File: src/verilog/sso_pkg.sv
// Purpose: Shared constants and types for the servo status output block.
// Assumes: 100 MHz system clock, Avalon-MM register access with 32-bit data.
// Notes:   Register offsets are byte addresses of aligned words.
package sso_pkg;
  // ==========================================================================
  // Register map
  localparam logic [7:0]  OFS_ROT_THR    = 8'h00;
  localparam logic [7:0]  OFS_LIN_THR    = 8'h04;
  localparam logic [7:0]  OFS_ROT_LIM    = 8'h08;
  localparam logic [7:0]  OFS_LIN_LIM    = 8'h0C;
  localparam logic [7:0]  OFS_MODE       = 8'h10;
  localparam logic [7:0]  OFS_OUT_ALLOC  = 8'h14;
  localparam logic [7:0]  OFS_OUT_POL    = 8'h18;
  localparam logic [7:0]  OFS_CTRL       = 8'h1C;
  localparam logic [7:0]  OFS_SPEED      = 8'h20;
  localparam logic [7:0]  OFS_STATUS     = 8'h24;
  // ==========================================================================
  // Reset values and ranges
  localparam logic [15:0] RST_ROT_THR    = 16'h0014;
  localparam logic [15:0] RST_LIN_THR    = 16'h0014;
  localparam logic [15:0] RST_ROT_LIM    = 16'h2710;
  localparam logic [15:0] RST_LIN_LIM    = 16'h0032;
  localparam logic [15:0] RST_MODE       = 16'h0000;
  localparam logic [15:0] RST_OUT_ALLOC  = 16'h0000;
  localparam logic [15:0] RST_OUT_POL    = 16'h0000;
  localparam logic [15:0] RST_CTRL       = 16'h0000;
  localparam logic [15:0] THR_MIN        = 16'h0001;
  localparam logic [15:0] THR_MAX        = 16'h2710;
  localparam logic [15:0] LIN_LIM_MAX    = 16'h0064;
  // Linear limit unit is 100 mm/s; speed input is in mm/s.
  localparam logic [15:0] LIN_LIM_SCALE  = 16'h0064;
  // ==========================================================================
  // Field positions
  localparam int          MODE_DIG_LSB   = 4;
  localparam logic [3:0]  MODE_VELOCITY  = 4'h0;
  localparam int          WARN_DIG_LSB   = 4;
  localparam int          CTRL_SON       = 0;
  localparam int          CTRL_CMD       = 1;
  localparam int          CTRL_LINEAR    = 2;
  localparam int          CTRL_GANTRY    = 3;
  localparam int          ENABLE_US      = 10;
  localparam int          CLK_MHZ        = 100;
  localparam int          ENABLE_CYC     = ENABLE_US * CLK_MHZ;
  localparam int          NUM_SLOTS      = 5;

  typedef struct packed {
    logic alarm;
    logic warn;
    logic drive_ready;
    logic servo_ready;
    logic motion;
    logic brake_release;
    logic cmd_accept;
    logic overspeed;
  } sso_status_t;

  typedef enum logic [1:0] {
    SV_OFF     = 2'b00,
    SV_ENABLE  = 2'b01,
    SV_BRAKE   = 2'b10,
    SV_ON      = 2'b11
  } sso_state_t;
endpackage

File: src/verilog/sso_top.sv
// Purpose: Status outputs, servo-on gating and speed supervision of a servo drive.
// Assumes: Speed and condition inputs come from logic on clk_sys_i.
// Notes:   Slots are general outputs; only the caution status is routed here.
// Notes on behaviour
// - Alarm output high while any alarm is active, low in normal state.
// - Caution output high while a quantity nears its critical value.
// - One allocation digit picks the general slot carrying caution status.
// - Drive-ready needs no alarm, encoder, params, mains, partner, no torque-off.
// - Gantry partner readiness counts only when gantry communication is on.
// - Servo-on ignored while drive-ready low; acted on only after it rises.
// - Accepted servo-on runs enable then brake release; servo-ready once enabled.
// - Commands disregarded while servo-ready low; controller waits for it.
// - Rotary motor: motion detect follows speed against rotary threshold.
// - Linear motor: motion detect follows speed against linear threshold.
// - Rotary threshold 1 to 10000 rpm, default 20, effective at once.
// - Linear threshold 1 to 10000 mm/s, default 20, effective at once.
// - Overspeed alarm when speed exceeds the motor-type maximum limit.
// - Rotary limit 0 to 65535 rpm, default 10000, effective after power-on; here writes never apply, since reset restores the default.
// - Linear limit 0 to 100 in 100 mm/s, default 50, after power-on; here writes never apply, since reset restores the default.
// - Control-mode digit 0 selects velocity mode, applied after power-on; here mode writes never apply, so velocity mode always holds.
// - Each slot has polarity; 1 makes it active when condition fails.
// - Allocation 0 leaves status unassigned; 1 to 5 pick slots one to five.
`timescale 1ns/1ps
module sso_top #(
  parameter int ENABLE_CYCLES = sso_pkg::ENABLE_CYC
) (
  // Clock and reset
  input  wire logic                          clk_sys_i,
  input  wire logic                          resetn_i,
  // Avalon-MM slave
  input  wire logic [7:0]                    avs_address_i,
  input  wire logic                          avs_read_i,
  input  wire logic                          avs_write_i,
  input  wire logic [31:0]                   avs_writedata_i,
  input  wire logic [3:0]                    avs_byteenable_i,
  output logic      [31:0]                   avs_readdata_o,
  output logic                               avs_waitrequest_o,
  // Drive conditions
  input  wire logic                          alarm_active_i,
  input  wire logic                          warn_active_i,
  input  wire logic                          encoder_ready_i,
  input  wire logic                          params_ready_i,
  input  wire logic                          mains_ready_i,
  input  wire logic                          partner_ready_i,
  input  wire logic                          safe_torque_off_i,
  input  wire logic                          motor_enabled_i,
  input  wire logic                          brake_done_i,
  input  wire logic [15:0]                   speed_i,
  input  wire logic                          cmd_valid_i,
  // Status outputs
  output sso_pkg::sso_status_t               status_o,
  output logic                               motor_enable_o,
  output logic                               cmd_valid_o,
  output logic                               velocity_mode_o,
  output logic      [sso_pkg::NUM_SLOTS-1:0] general_output_slots_o
);
  import sso_pkg::*;

  // The enable-bound check below only covers sequences of at most 1000 cycles,
  // so longer enable timeouts are refused here rather than left unchecked.
  if (ENABLE_CYCLES < 1 || ENABLE_CYCLES > 1000) begin : g_bad_enable
    $error("ENABLE_CYCLES must lie between 1 and 1000");
  end

  // ==========================================================================
  // Register file
  logic [15:0] rot_thr_ff, nxt_rot_thr, lin_thr_ff, nxt_lin_thr;
  logic [15:0] rot_lim_ff, nxt_rot_lim, lin_lim_ff, nxt_lin_lim;
  logic [15:0] mode_ff, nxt_mode, alloc_ff, nxt_alloc;
  // Slot five keeps its polarity at bit 16, above the 16-bit data of the others.
  logic [19:0] pol_ff, nxt_pol;
  logic [15:0] ctrl_ff, nxt_ctrl;
  logic [31:0] rdata_ff, nxt_rdata;
  logic        wait_ff, nxt_wait;
  logic [15:0] wdat;
  sso_status_t st_ff, nxt_st;

  assign wdat = avs_writedata_i[15:0];

  // Each access is answered one cycle after it is presented.
  always_comb begin
    nxt_rot_thr = rot_thr_ff;
    nxt_lin_thr = lin_thr_ff;
    nxt_rot_lim = rot_lim_ff;
    nxt_lin_lim = lin_lim_ff;
    nxt_mode    = mode_ff;
    nxt_alloc   = alloc_ff;
    nxt_pol     = pol_ff;
    nxt_ctrl    = ctrl_ff;
    nxt_rdata   = rdata_ff;
    nxt_wait    = 1'b1;
    if ((avs_read_i || avs_write_i) && wait_ff) begin
      nxt_wait = 1'b0;
    end
    if (avs_write_i && wait_ff && (&avs_byteenable_i[1:0])) begin
      case (avs_address_i)
        OFS_ROT_THR: begin
          // Out-of-range threshold writes are dropped.
          if (wdat >= THR_MIN && wdat <= THR_MAX) nxt_rot_thr = wdat;
        end
        OFS_LIN_THR: begin
          if (wdat >= THR_MIN && wdat <= THR_MAX) nxt_lin_thr = wdat;
        end
        OFS_ROT_LIM:   nxt_rot_lim = wdat;
        OFS_LIN_LIM: begin
          if (wdat <= LIN_LIM_MAX) nxt_lin_lim = wdat;
        end
        OFS_MODE:      nxt_mode  = wdat;
        OFS_OUT_ALLOC: nxt_alloc = wdat;
        OFS_OUT_POL:   nxt_pol   = avs_writedata_i[19:0];
        OFS_CTRL:      nxt_ctrl  = wdat;
        default:       nxt_ctrl  = ctrl_ff;
      endcase
    end
    if (avs_read_i && wait_ff) begin
      case (avs_address_i)
        OFS_ROT_THR:   nxt_rdata = {16'h0000, rot_thr_ff};
        OFS_LIN_THR:   nxt_rdata = {16'h0000, lin_thr_ff};
        OFS_ROT_LIM:   nxt_rdata = {16'h0000, rot_lim_ff};
        OFS_LIN_LIM:   nxt_rdata = {16'h0000, lin_lim_ff};
        OFS_MODE:      nxt_rdata = {16'h0000, mode_ff};
        OFS_OUT_ALLOC: nxt_rdata = {16'h0000, alloc_ff};
        OFS_OUT_POL:   nxt_rdata = {12'h000, pol_ff};
        OFS_CTRL:      nxt_rdata = {16'h0000, ctrl_ff};
        OFS_SPEED:     nxt_rdata = {16'h0000, speed_i};
        OFS_STATUS:    nxt_rdata = {24'h00_0000, st_ff};
        default:       nxt_rdata = 32'h0000_0000;
      endcase
    end
  end

  always_ff @(posedge clk_sys_i) begin
    if (!resetn_i) begin
      rot_thr_ff <= RST_ROT_THR;
      lin_thr_ff <= RST_LIN_THR;
      rot_lim_ff <= RST_ROT_LIM;
      lin_lim_ff <= RST_LIN_LIM;
      mode_ff    <= RST_MODE;
      alloc_ff   <= RST_OUT_ALLOC;
      pol_ff     <= 20'(RST_OUT_POL);
      ctrl_ff    <= RST_CTRL;
      rdata_ff   <= 32'h0000_0000;
      wait_ff    <= 1'b1;
    end else begin
      rot_thr_ff <= nxt_rot_thr;
      lin_thr_ff <= nxt_lin_thr;
      rot_lim_ff <= nxt_rot_lim;
      lin_lim_ff <= nxt_lin_lim;
      mode_ff    <= nxt_mode;
      alloc_ff   <= nxt_alloc;
      pol_ff     <= nxt_pol;
      ctrl_ff    <= nxt_ctrl;
      rdata_ff   <= nxt_rdata;
      wait_ff    <= nxt_wait;
    end
  end

  assign avs_readdata_o    = rdata_ff;
  assign avs_waitrequest_o = wait_ff;

  // ==========================================================================
  // Power-on settings: limits and mode latch once after reset release.
  // Software changes never take hold, since reset also restores the register defaults.
  logic [15:0] act_rot_lim_ff, nxt_act_rot_lim, act_lin_lim_ff, nxt_act_lin_lim;
  logic        vel_ff, nxt_vel, latched_ff, nxt_latched;

  always_comb begin
    nxt_act_rot_lim = act_rot_lim_ff;
    nxt_act_lin_lim = act_lin_lim_ff;
    nxt_vel         = vel_ff;
    nxt_latched     = 1'b1;
    if (!latched_ff) begin
      nxt_act_rot_lim = rot_lim_ff;
      nxt_act_lin_lim = lin_lim_ff;
      nxt_vel = (mode_ff[MODE_DIG_LSB +: 4] == MODE_VELOCITY);
    end
  end

  always_ff @(posedge clk_sys_i) begin
    if (!resetn_i) begin
      act_rot_lim_ff <= RST_ROT_LIM;
      act_lin_lim_ff <= RST_LIN_LIM;
      vel_ff         <= 1'b1;
      latched_ff     <= 1'b0;
    end else begin
      act_rot_lim_ff <= nxt_act_rot_lim;
      act_lin_lim_ff <= nxt_act_lin_lim;
      vel_ff         <= nxt_vel;
      latched_ff     <= nxt_latched;
    end
  end

  assign velocity_mode_o = vel_ff;

  // ==========================================================================
  // Status evaluation and servo-on sequence
  logic        linear, gantry, son, drdy_c, over_c, motion_c;
  logic [15:0] thr;
  logic [31:0] lin_lim_mms;
  sso_state_t  sv_ff, nxt_sv;
  logic [31:0] cnt_ff, nxt_cnt;
  logic        motor_en_ff, nxt_motor_en, cmd_ff, nxt_cmd;

  assign linear      = ctrl_ff[CTRL_LINEAR];
  assign gantry      = ctrl_ff[CTRL_GANTRY];
  assign son         = ctrl_ff[CTRL_SON];
  assign lin_lim_mms = 32'(act_lin_lim_ff) * 32'(LIN_LIM_SCALE);
  assign thr         = linear ? lin_thr_ff : rot_thr_ff;
  assign drdy_c      = !alarm_active_i && encoder_ready_i && params_ready_i &&
                       mains_ready_i && (partner_ready_i || !gantry) &&
                       !safe_torque_off_i;
  assign over_c      = linear ? ({16'h0000, speed_i} > lin_lim_mms) :
                                (speed_i > act_rot_lim_ff);

  always_comb begin
    motion_c = st_ff.motion;
    if (speed_i > thr) motion_c = 1'b1;
    else if (speed_i < thr) motion_c = 1'b0;
  end

  always_comb begin
    nxt_sv       = sv_ff;
    nxt_cnt      = cnt_ff;
    nxt_motor_en = motor_en_ff;
    case (sv_ff)
      SV_OFF: begin
        nxt_motor_en = 1'b0;
        if (son && drdy_c && st_ff.drive_ready) begin
          nxt_sv       = SV_ENABLE;
          nxt_cnt      = 32'h0000_0000;
          nxt_motor_en = 1'b1;
        end
      end
      SV_ENABLE: begin
        nxt_cnt = cnt_ff + 32'h0000_0001;
        if (motor_enabled_i || cnt_ff >= 32'(ENABLE_CYCLES - 1)) nxt_sv = SV_BRAKE;
      end
      SV_BRAKE: begin
        if (brake_done_i) nxt_sv = SV_ON;
      end
      SV_ON: nxt_sv = SV_ON;
      default: nxt_sv = SV_OFF;
    endcase
    if (sv_ff != SV_OFF && (!son || !drdy_c || over_c)) begin
      nxt_sv       = SV_OFF;
      nxt_motor_en = 1'b0;
    end
  end

  always_comb begin
    nxt_st               = st_ff;
    nxt_st.overspeed     = over_c;
    nxt_st.alarm         = alarm_active_i || over_c;
    nxt_st.warn          = warn_active_i;
    nxt_st.drive_ready   = drdy_c && !over_c;
    nxt_st.motion        = motion_c;
    nxt_st.servo_ready   = (nxt_sv == SV_BRAKE || nxt_sv == SV_ON);
    nxt_st.brake_release = (nxt_sv == SV_ON);
    nxt_st.cmd_accept    = nxt_st.servo_ready;
    nxt_cmd              = cmd_valid_i && st_ff.servo_ready && nxt_st.servo_ready;
  end

  always_ff @(posedge clk_sys_i) begin
    if (!resetn_i) begin
      st_ff       <= '0;
      sv_ff       <= SV_OFF;
      cnt_ff      <= 32'h0000_0000;
      motor_en_ff <= 1'b0;
      cmd_ff      <= 1'b0;
    end else begin
      st_ff       <= nxt_st;
      sv_ff       <= nxt_sv;
      cnt_ff      <= nxt_cnt;
      motor_en_ff <= nxt_motor_en;
      cmd_ff      <= nxt_cmd;
    end
  end

  assign status_o       = st_ff;
  assign motor_enable_o = motor_en_ff;
  assign cmd_valid_o    = cmd_ff;

  // ==========================================================================
  // General output slots
  logic [NUM_SLOTS-1:0] slot_ff, nxt_slot;
  logic [3:0]           warn_sel;
  assign warn_sel = alloc_ff[WARN_DIG_LSB +: 4];

  for (genvar g = 0; g < NUM_SLOTS; g++) begin : g_slot
    always_comb begin
      // Selection value 0 and values above five reach no slot.
      nxt_slot[g] = (warn_sel == 4'(g + 1)) ? nxt_st.warn : 1'b0;
      nxt_slot[g] = nxt_slot[g] ^ pol_ff[g * 4];
    end
  end

  always_ff @(posedge clk_sys_i) begin
    if (!resetn_i) slot_ff <= '0;
    else slot_ff <= nxt_slot;
  end

  assign general_output_slots_o = slot_ff;

  // ==========================================================================
  // Checks
  a_alarm_follows: assert property (@(posedge clk_sys_i) disable iff (!resetn_i)
    alarm_active_i |=> status_o.alarm) else $error("alarm output missed");
  a_warn_follows: assert property (@(posedge clk_sys_i) disable iff (!resetn_i)
    warn_active_i |=> status_o.warn) else $error("caution output missed");
  a_drdy_stof: assert property (@(posedge clk_sys_i) disable iff (!resetn_i)
    safe_torque_off_i |=> !status_o.drive_ready) else $error("ready under torque off");
  a_son_gated: assert property (@(posedge clk_sys_i) disable iff (!resetn_i)
    (sv_ff == SV_OFF && !st_ff.drive_ready) |=> sv_ff == SV_OFF)
    else $error("servo-on taken while not ready");
  a_cmd_gated: assert property (@(posedge clk_sys_i) disable iff (!resetn_i)
    !status_o.servo_ready |=> !cmd_valid_o) else $error("command passed while not ready");
  a_motion_hold: assert property (@(posedge clk_sys_i) disable iff (!resetn_i)
    (speed_i == thr) |=> $stable(status_o.motion)) else $error("motion chattered");
  a_motion_above: assert property (@(posedge clk_sys_i) disable iff (!resetn_i)
    (speed_i > thr) |=> status_o.motion) else $error("motion not detected");
  a_motion_below: assert property (@(posedge clk_sys_i) disable iff (!resetn_i)
    (speed_i < thr) |=> !status_o.motion) else $error("motion not cleared");
  // A standing motor cannot exceed any limit, so only the listed conditions matter.
  a_gantry_ignored: assert property (@(posedge clk_sys_i) disable iff (!resetn_i)
    (!gantry && !alarm_active_i && encoder_ready_i && params_ready_i && mains_ready_i &&
     !safe_torque_off_i && speed_i == 16'h0000) |=> status_o.drive_ready)
    else $error("partner readiness not ignored");
  a_overspeed_rot: assert property (@(posedge clk_sys_i) disable iff (!resetn_i)
    (!linear && speed_i > act_rot_lim_ff) |=> status_o.alarm)
    else $error("rotary overspeed missed");
  // Once latched, the mode must hold until the next reset.
  a_mode_fixed: assert property (@(posedge clk_sys_i) disable iff (!resetn_i)
    latched_ff |=> $stable(velocity_mode_o)) else $error("mode changed after power-on");
  a_sready_drop: assert property (@(posedge clk_sys_i) disable iff (!resetn_i)
    alarm_active_i |=> !status_o.servo_ready) else $error("servo-ready held on alarm");
  a_enable_bound: assert property (@(posedge clk_sys_i) disable iff (!resetn_i)
    $rose(motor_enable_o) |-> ##[1:1000] (status_o.servo_ready || !motor_enable_o))
    else $error("enable sequence stalled");
endmodule

File: config.mk
export PLATFORM = sky130hd
export DESIGN_NAME = sso_top
export DESIGN_NICKNAME = d
export VERILOG_FILES = /design/src/verilog/sso_pkg.sv /design/src/verilog/sso_top.sv
export SDC_FILE = /design/constraint.sdc
export NUM_CORES = 1
export LEC_CHECK = 0
export ABC_CLOCK_PERIOD_IN_PS = 6220
export BUFFER_PORTS_ARGS = -buffer_cell sky130_fd_sc_hd__buf_2
export CAP_MARGIN = 10
export CORE_AREA = 2 2 194 196
export CTS_CLUSTER_SIZE = 14
export DETAILED_ROUTE_END_ITERATION = 16
export DIE_AREA = 0 0 196 198
export HOLD_SLACK_MARGIN = 0.03
export RECOVER_POWER = 50
export SYNTH_ARGS = -nofsm -noshare
export SYNTH_HDL_FRONTEND = slang
export SYNTH_SLANG_ARGS = --single-unit
File: constraint.sdc
create_clock -name clk_sys_i -period 6.22 [get_ports clk_sys_i]
set_clock_uncertainty 0.1 [all_clocks]
set_input_delay 1.244 -clock clk_sys_i [delete_from_list [all_inputs] [get_ports clk_sys_i]]
set_output_delay 1.244 -clock clk_sys_i [all_outputs]
set_load 0.02 [all_outputs]
### After elaboration in Yosys (flattened, before gate mapping)

Cells that the tools add are included.

* add/sub/neg operators: 1
* multipliers: 1
* magnitude comparators: 8
* equality and inequality tests: 20
* mux-type cells: 20
* bitwise logic cells: 6
* reduce and logical (&&, ||, !) cells: 46

Operators by type and width (number)
* $pmux 20 s10: 1
* $pmux 32 s2: 1
* $add 32x1->32 const B: 1
* $eq 8x5->1 const B: 4
* $ge 32x10->1 const B: 1
* $gt 16x16->1: 2
* $mux 32: 1
* $gt 16x23->1: 1
* $mul 16x5->21 const B: 1
* $eq 8x4->1 const B: 2
* $eq 8x6->1 const B: 2
* $ge 16x1->1 const B: 1
* $le 16x14->1 const B: 1
* $le 16x7->1 const B: 1
* $logic_and 1x1->1: 16
* $lt 16x16->1: 1
* $mux 16: 1
* $reduce_and 2->1: 7
* $mux 1: 11
* $reduce_and 3->1: 3
* $eq 2x2->1 const B: 4
* $eq 4x2->1 const B: 2
* $eq 4x3->1 const B: 2
* $eq 8x3->1 const B: 1
* other kinds (14): 34

* flip-flop bits (word level): 247
* input port bits: 74
* output and inout bits: 49
* word-level logic and storage cells: 128

### Depth between registers and ports, before layout

Gate-level depths: netlist of run 1.

* depth in word-level cells: 14
* mapped depth: 20
* depth with buffers taken out: 20

### Least setup slack after synthesis of run 1

No wires, ideal clock.

* kind: register to register
* from: reg act_lin_lim_ff[4]
* to: reg motor_en_ff (netlist: motor_enable_o)
* setup time: 0.134 ns
* data arrival time: 4.153 ns
* required time: 5.986 ns
* setup slack: 1.833 ns
* stages on the path, launching flop included: 21
* clock period less this slack: 4.387 ns
* cells stage by stage: dfxtp_1 ha_1 ha_1 inv_1 fa_1 inv_1 ha_1 a21o_1 a211oi_2 o21bai_1 a31o_1 xnor2_1 ha_1 nand3_1 nor2_1 nand3_1 o2111ai_1 a221oi_1 nand4_1 nor4_4 o31ai_1

* longest elaborated chain between the ends: 6

Ends and longest elaborated chain
* start, declared: RTL line sso_top.sv:164 `logic [15:0] act_rot_lim_ff, nxt_act_rot_lim, act_lin_lim_ff, nxt_act_lin_lim;`
* start signal, assigned: RTL line sso_top.sv:187 `act_lin_lim_ff <= nxt_act_lin_lim;`
* $mul 16x5->21: RTL line sso_top.sv:207 `assign lin_lim_mms = 32'(act_lin_lim_ff) * 32'(LIN_LIM_SCALE);`
* $gt 16x23->1: RTL line sso_top.sv:212 `assign over_c = linear ? ({16'h0000, speed_i} > lin_lim_mms) :`
* $mux 1: RTL line sso_top.sv:212
* $logic_or 1x1->1: RTL line sso_top.sv:244 `if (sv_ff != SV_OFF && (!son || !drdy_c || over_c)) begin`
* $logic_and 1x1->1: RTL line sso_top.sv:244
* $reduce_or 2->1 (no source line)
* end signal, assigned: RTL line sso_top.sv:274 `motor_en_ff <= nxt_motor_en;`
* end, declared: RTL line sso_top.sv:202 `logic motor_en_ff, nxt_motor_en, cmd_ff, nxt_cmd;`

No other way between the ends.
A chain may end at the register's enable or synchronous reset.

### Worst setup path in the final report of run 1

* from: reg act_lin_lim_ff[5]
* to: reg motor_en_ff (netlist: motor_enable_o)

The elaborated chain is that of the path after synthesis.

==> out/metrics.yaml, run 1 <==
run_status:
  status: "complete, but fails checks"
  violations: "max-capacitance violations, max-slew violations"
die:
  die_w_um: 196
  initial_utilization_pct: 34.4
  die_height_um: 198
  core-area_um2: 37000
  fp-row-count: 71
  die_area_um2: 38800
  ios: 123
yosys:
  netlist_area_um2: 12700
  syn_inst: 1450
  yosysTopAreaCell: "dfxtp_1"
  yosysUniqueCellTypes: 65
  yosysMostFrequentCell: "dfxtp_1"
  synth_edf_count: 0
  ys_seq_area_share_pct: 37.0
  syn_area_per_cell_um2: 8.77
  yosysWarnings: 0
  synth_area_leaders: "dfxtp_1, ha_1, nand2_1"
  yosys_most_used_dff: "dfxtp_1"
  ys_seq_elements: 235
  async_flop_share_pct: 0
  synth.top_cell.area_share_pct: 37.0
  synthTopCellsByCount: "dfxtp_1, nand2_1, ha_1, a21boi_0, inv_1"
grt:
  antenna_found_initial: 2
  grt_usage_pct: 19.4
  grt_pass1_vias: 10155
  grt_pass1_wl_mm: 58.5
  grt_max_degree: 75
  grt_overflow: 0
routing:
  wl_per_cell_um: 19.0
  first_pass_iters: 5
  vias: 10700
  drc: 0
  detail-route-antenna-nets: 0
  drt_iter0_markers: 840
  via_per_inst: 5.33
  drt-total-wl_mm: 38.1
placement:
  pre_cts_ws_ns: 0.987
  portBuffers: 96
  gp_congestion: 0.866
  dpl.hpwl_mm: 27.7
finish:
  drive_gt1_share_pct: 8.89
  area_delta_synth_final_pct: 13.0
  largest_register_ffs: 32
  largest_register: "cnt_ff"
  final_nets: 1694
sta:
  period_needed_ns: 5.22
  fmax_mhz: 192
  max_slew_margin_pct: -89.7
  min_period_over_period_pct: 83.9
  drv_slew: 140
  tightest_slew_ns: 2.84
  fin_ws_ns: 1.00
  setup_viol: 0
  rsz0062_at_grt: "no"
  fin_setup_tns_ns: 0
  hold_viol: 0
power:
  p_per_area_nw_per_um2: 222
  leakagePower_nw: 5.69
  peakVddDrop_mv: 0.172
clock_network:
  cts_sinks: 235
  cts_inserted_buffers: 26
  htree_levels: 1
  holdBufCountCts: 0
  cts_resized: 0
  clkSlewWorstSetupHoldPaths_ns: 0.06
  cts_buffer_depth: 3
  cts_tree: "yes"
  clockRootBuffer: "clkbuf_16"
  cts_setup_buffers: 0
  clkLatencyLatePin_ns: 0.53
min_path:
  hold_path_class: "flop to flop"
critical_path:
  end_kind: "flop"
  worstSetupPathType: "flop to flop"
  start_kind: "flop"
  crit_arrival_ns: 5.50
  cp.required_ns: 6.50
  cp_max_fo: 9
job:
  maxCapViolations: 2
[cell usage in the layout (no fill, tap or decap), drive strengths merged, types with 27 or more instances in the layout]
cell	count
a21boi	83
a21oi	47
buf	72
clkbuf	75
dfxtp	235
ha	100
inv	81
mux2i	80
nand2	229
nand3	27
nor2	61
nor2b	80
[critical path, cell delays in order, from the launching register on]
cell and delay [ns]:
dfxtp_1 0.43, ha_1 0.27, ha_1 0.28, inv_1 0.05, fa_1 0.50, inv_1 0.04, ha_1 0.34, a21o_1 0.22
a211oi_2 0.24, o21bai_1 0.14, a31o_1 0.28, xnor2_1 0.14, ha_1 0.29, nand3_1 0.07, nor2_1 0.06, nand3_1 0.09
o2111ai_1 0.12, a221oi_1 0.25, nand4_1 0.18, nor4_4 0.82, o31ai_1 0.14
[layer usage]
metal	wire length, um	global-route usage [%]	share of wire, %
met2	17300	31.7	45
met4	1760	8.87	4.6
met5	0	0	0
met3	2530	3.20	6.7
met1	16500	25.2	43
[final timing paths]
path,slack [ns],cells after the start,to,startpoint
worst max-delay path,1.00,20,motor_enable_o,act_lin_lim_ff[5]
worst min-delay path,0.36,1,avs_waitrequest_o,avs_waitrequest_o
worst max register to register,1.00,20,motor_enable_o,act_lin_lim_ff[5]
worst min register to register,0.36,1,avs_waitrequest_o,avs_waitrequest_o
[through the flow]
stage | utilization [%] | hold WS (ns) | instance area [um2] | cells | power (W)
after floorplan | - | 0.343 | 12800 | 1461 | 0.00165
after global placement | 36.7 | 0.328 | 13600 | 1955 | 0.00171
after detailed placement | 36.7 | 0.340 | 13600 | 1955 | 0.00171
after CTS | 39.0 | 0.356 | 14400 | 2003 | 0.00323
after global routing | 38.9 | 0.383 | 14400 | 2004 | 0.00330
final | 38.9 | 0.364 | 14400 | 2006 | 0.00320
[report_power, final]
group          total [W]  internal, W  switching (W)
Combinational   0.000163    0.0000575       0.000105
Sequential       0.00152      0.00151     0.00000894
Clock            0.00152     0.000892       0.000624
[final cells by class]
| type | count | area [um2] |
|---|---|---|
| antenna | 3 | 7.51 |
| clock buffer | 36 | 759 |
| clock inverter | 12 | 87.6 |
| fill | 3775 | 22600 |
| inverter | 81 | 304 |
| multi-input combinational | 1054 | 7380 |
| sequential | 235 | 4710 |
| tap | 474 | 593 |
| timing repair buffer | 111 | 542 |
[kinds of logic after synthesis]
| logic type | share of synthesized area (%) |
|---|---|
| flip-flops | 37.0 |
| multiplexers | 6.38 |
| adder cells (fa/ha/maj) | 11.6 |
| AO/OA/AOI/OAI | 17.3 |
| buffers and inverters | 5.60 |
| other | 0.0295 |
| AND/OR/NAND/NOR | 19.2 |
| XOR/XNOR | 2.96 |
Power figures use the tool's default switching activity.
==> run 2, diff against run 1 <==
--- a/config.mk
+++ b/config.mk
@@ -5,13 +5,14 @@
 export SDC_FILE = /design/constraint.sdc
 export NUM_CORES = 1
 export LEC_CHECK = 0
-export ABC_CLOCK_PERIOD_IN_PS = 6220
+export ABC_AREA = 1
+export ABC_CLOCK_PERIOD_IN_PS = 5400
 export BUFFER_PORTS_ARGS = -buffer_cell sky130_fd_sc_hd__buf_2
 export CAP_MARGIN = 10
-export CORE_AREA = 2 2 194 196
+export CORE_AREA = 2 2 197 199
 export CTS_CLUSTER_SIZE = 14
 export DETAILED_ROUTE_END_ITERATION = 16
-export DIE_AREA = 0 0 196 198
+export DIE_AREA = 0 0 199 201
 export HOLD_SLACK_MARGIN = 0.03
 export RECOVER_POWER = 50
 export SYNTH_ARGS = -nofsm -noshare
==> constraint.sdc (replaced) <==
create_clock -name clk_sys_i -period 5.4 [get_ports clk_sys_i]
set_clock_uncertainty 0.1 [all_clocks]
set_input_delay 1.08 -clock clk_sys_i [delete_from_list [all_inputs] [get_ports clk_sys_i]]
set_output_delay 1.08 -clock clk_sys_i [all_outputs]
set_load 0.02 [all_outputs]
==> out/metrics.yaml, run 2 <==
critical_path:
  cp.required_ns: 5.69
  crit_arrival_ns: 4.78
  worstSetupPathType: "flop to flop"
  cpPeakStageDelay_ns: 0.49
  cpMaxStageDelayCell: "fa_1"
  start_kind: "flop"
  end_kind: "flop"
  cp_max_fo: 5
  cp_common_cell: "nand2_1"
yosys:
  ys_seq_elements: 235
  synth_area_leaders: "dfxtp_1, ha_1, a21oi_1"
  syn_inst: 1825
  netlist_area_um2: 13100
  synth_xor_area_share_pct: 1.07
  synth-simple-area-share_pct: 19.7
  synthTopCellsByCount: "nand2_1, inv_1, a21oi_1, dfxtp_1, o21ai_0"
  yosysWarnings: 0
  syn_area_per_cell_um2: 7.19
  synth.top_cell.area_share_pct: 35.9
  ys_seq_area_share_pct: 35.9
  yosysUniqueCellTypes: 53
  yosys_most_used_dff: "dfxtp_1"
  synth_top_family_by_area: "compound AO/OA/AOI/OAI gates"
  async_flop_share_pct: 0
  synth.area.mux_share_pct: 0.153
  yosysTopAreaCell: "dfxtp_1"
  synth_edf_count: 0
  yosysMostFrequentCell: "nand2_1"
  synthAdderAreaFrac_pct: 11.2
  synth_compound_area_share_pct: 20.5
power:
  peakVddDrop_mv: 0.237
  p_per_area_nw_per_um2: 276
  p_switching_w: 0.00111
  clkPwrFrac_pct: 44.2
  comb_power_share_pct: 12.4
  internal_power_w: 0.00298
  seqPwrFrac_pct: 43.3
  leakagePower_nw: 6.25
  swShare_pct: 27.1
min_path:
  hold_path_class: "flop to flop"
die:
  fp-row-count: 72
  core-area_um2: 38100
  initial_utilization_pct: 34.4
  die_w_um: 199
  die_area_um2: 40000
  ios: 123
  die_height_um: 201
sta:
  max_slew_margin_pct: -104
  tightest_slew_ns: 3.07
  fin_ws_ns: 0.909
  rsz0062_at_grt: "no"
  fmax_mhz: 223
  min_period_over_period_pct: 83.2
  drv_slew: 82
  fin_setup_tns_ns: 0
  setup_viol: 0
  hold_viol: 0
  period_needed_ns: 4.49
routing:
  wl_met2_mm: 18.7
  drt_iter0_markers: 923
  drc: 0
  drt-total-wl_mm: 40.4
  detail-route-antenna-nets: 0
  wl_met1_mm: 18.0
  first_pass_iters: 5
  via_per_inst: 5.09
  wl_per_cell_um: 16.7
  top_layer_used: "met5"
  vias: 12316
  dr_wl_met3_mm: 2.44
clock_network:
  cts_inserted_buffers: 27
  cts_setup_buffers: 0
  clockRootBuffer: "clkbuf_16"
  clkSlewWorstSetupHoldPaths_ns: 0.06
  cts_buffer_depth: 3
  clkLatencyLatePin_ns: 0.57
  cts_sinks: 235
  holdBufCountCts: 0
  htree_levels: 1
  cts_tree: "yes"
  cts_resized: 0
placement:
  placed_cells: 2374
  gp_congestion: 0.917
  pre_cts_ws_ns: 0.949
  portBuffers: 96
  dpl.hpwl_mm: 30.2
grt:
  antenna_found_initial: 1
  grt_max_degree: 82
  grt_pass1_vias: 11613
  grt_overflow: 0
  grt_usage_pct: 20.0
  grt_pass1_wl_mm: 63.2
finish:
  largest_register: "cnt_ff"
  final_nets: 2070
  largest_register_ffs: 32
  final_cell_mix: "nand2_1, inv_1, a21oi_1"
  antenna_cells: 0
  area_delta_synth_final_pct: 12.6
  final_common_cell: "nand2_1"
  instances_no_fill: 2421
  drive_gt1_share_pct: 7.93
run_status:
  status: "complete, but fails checks"
  violations: "max-capacitance violations, max-slew violations"
job:
  maxCapViolations: 1
run 2: cell type report:
type | instances | area [um2]
Multi-Input combinational cell | 1224 | 6960
Inverter | 294 | 1100
Timing Repair Buffer | 103 | 483
Clock inverter | 11 | 104
Tap cell | 518 | 648
Clock buffer | 36 | 769
Fill cell | 4078 | 23300
Sequential cell | 235 | 4710
run 2: per-layer routing:
layer  up-vias  global-route usage, %
li1       6176                      -
met1      5700                   26.5
met2       364                   33.4
met3        74                   2.89
met4         2                   6.61
met5         -                      0
run 2: power groups by stage:
stage	Combinational (W)	Sequential, W	Clock [W]
final	0.000508	0.00177	0.00181
after global routing	0.000583	0.00177	0.00190
after CTS	0.000509	0.00177	0.00184
after detailed placement	0.000505	0.00181	0
after global placement	0.000491	0.00181	0
after floorplan	0.000361	0.00180	0
run 2: metrics by stage:
stage / utilization, % / hold WS, ns / cell area (um2) / total power (W)
2_1_floorplan: - / 0.325 / 13200 / 0.00216
6_report: 38.8 / 0.347 / 14800 / 0.00408
3_5_place_dp: 36.6 / 0.342 / 14000 / 0.00231
4_1_cts: 38.9 / 0.351 / 14800 / 0.00412
5_1_grt: 38.8 / 0.370 / 14800 / 0.00426
3_3_place_gp: 36.6 / 0.331 / 14000 / 0.00230
run 2: kinds of logic (layout without fill, tap and decap cells):
| kind of cell | Yosys count | after routing |
|---|---|---|
| AOI/OAI and AO/OA | 500 | 500 |
| xor gates and xnor gates | 16 | 16 |
| adders and majority gates | 111 | 111 |
| buffers and inverters | 377 | 444 |
| DFF | 235 | 235 |
| muxes | 2 | 2 |
| other | 1 | 12 |
| and+or+nand+nor | 583 | 583 |
run 2: worst paths after layout:
check	startpoint	endpoint	slack (ns)	depth (start not counted)
worst max-delay path	act_lin_lim_ff[6]	status_o[2]	0.91	27
worst min-delay path	alloc_ff[9]	alloc_ff[9]	0.35	2
worst max register to register	act_lin_lim_ff[6]	status_o[2]	0.91	27
worst min register to register	alloc_ff[9]	alloc_ff[9]	0.35	2
run 2: critical path, delay by kind of cell, from the launching register on:
kind                     cells  cell delay, ns
AND/OR/NAND/NOR             15            1.56
adder cells (fa/ha/maj)      5            1.71
AO/OA/AOI/OAI                1            0.06
XOR/XNOR                     1            0.16
buffers and inverters        5            0.27
flip-flops                   1            0.47
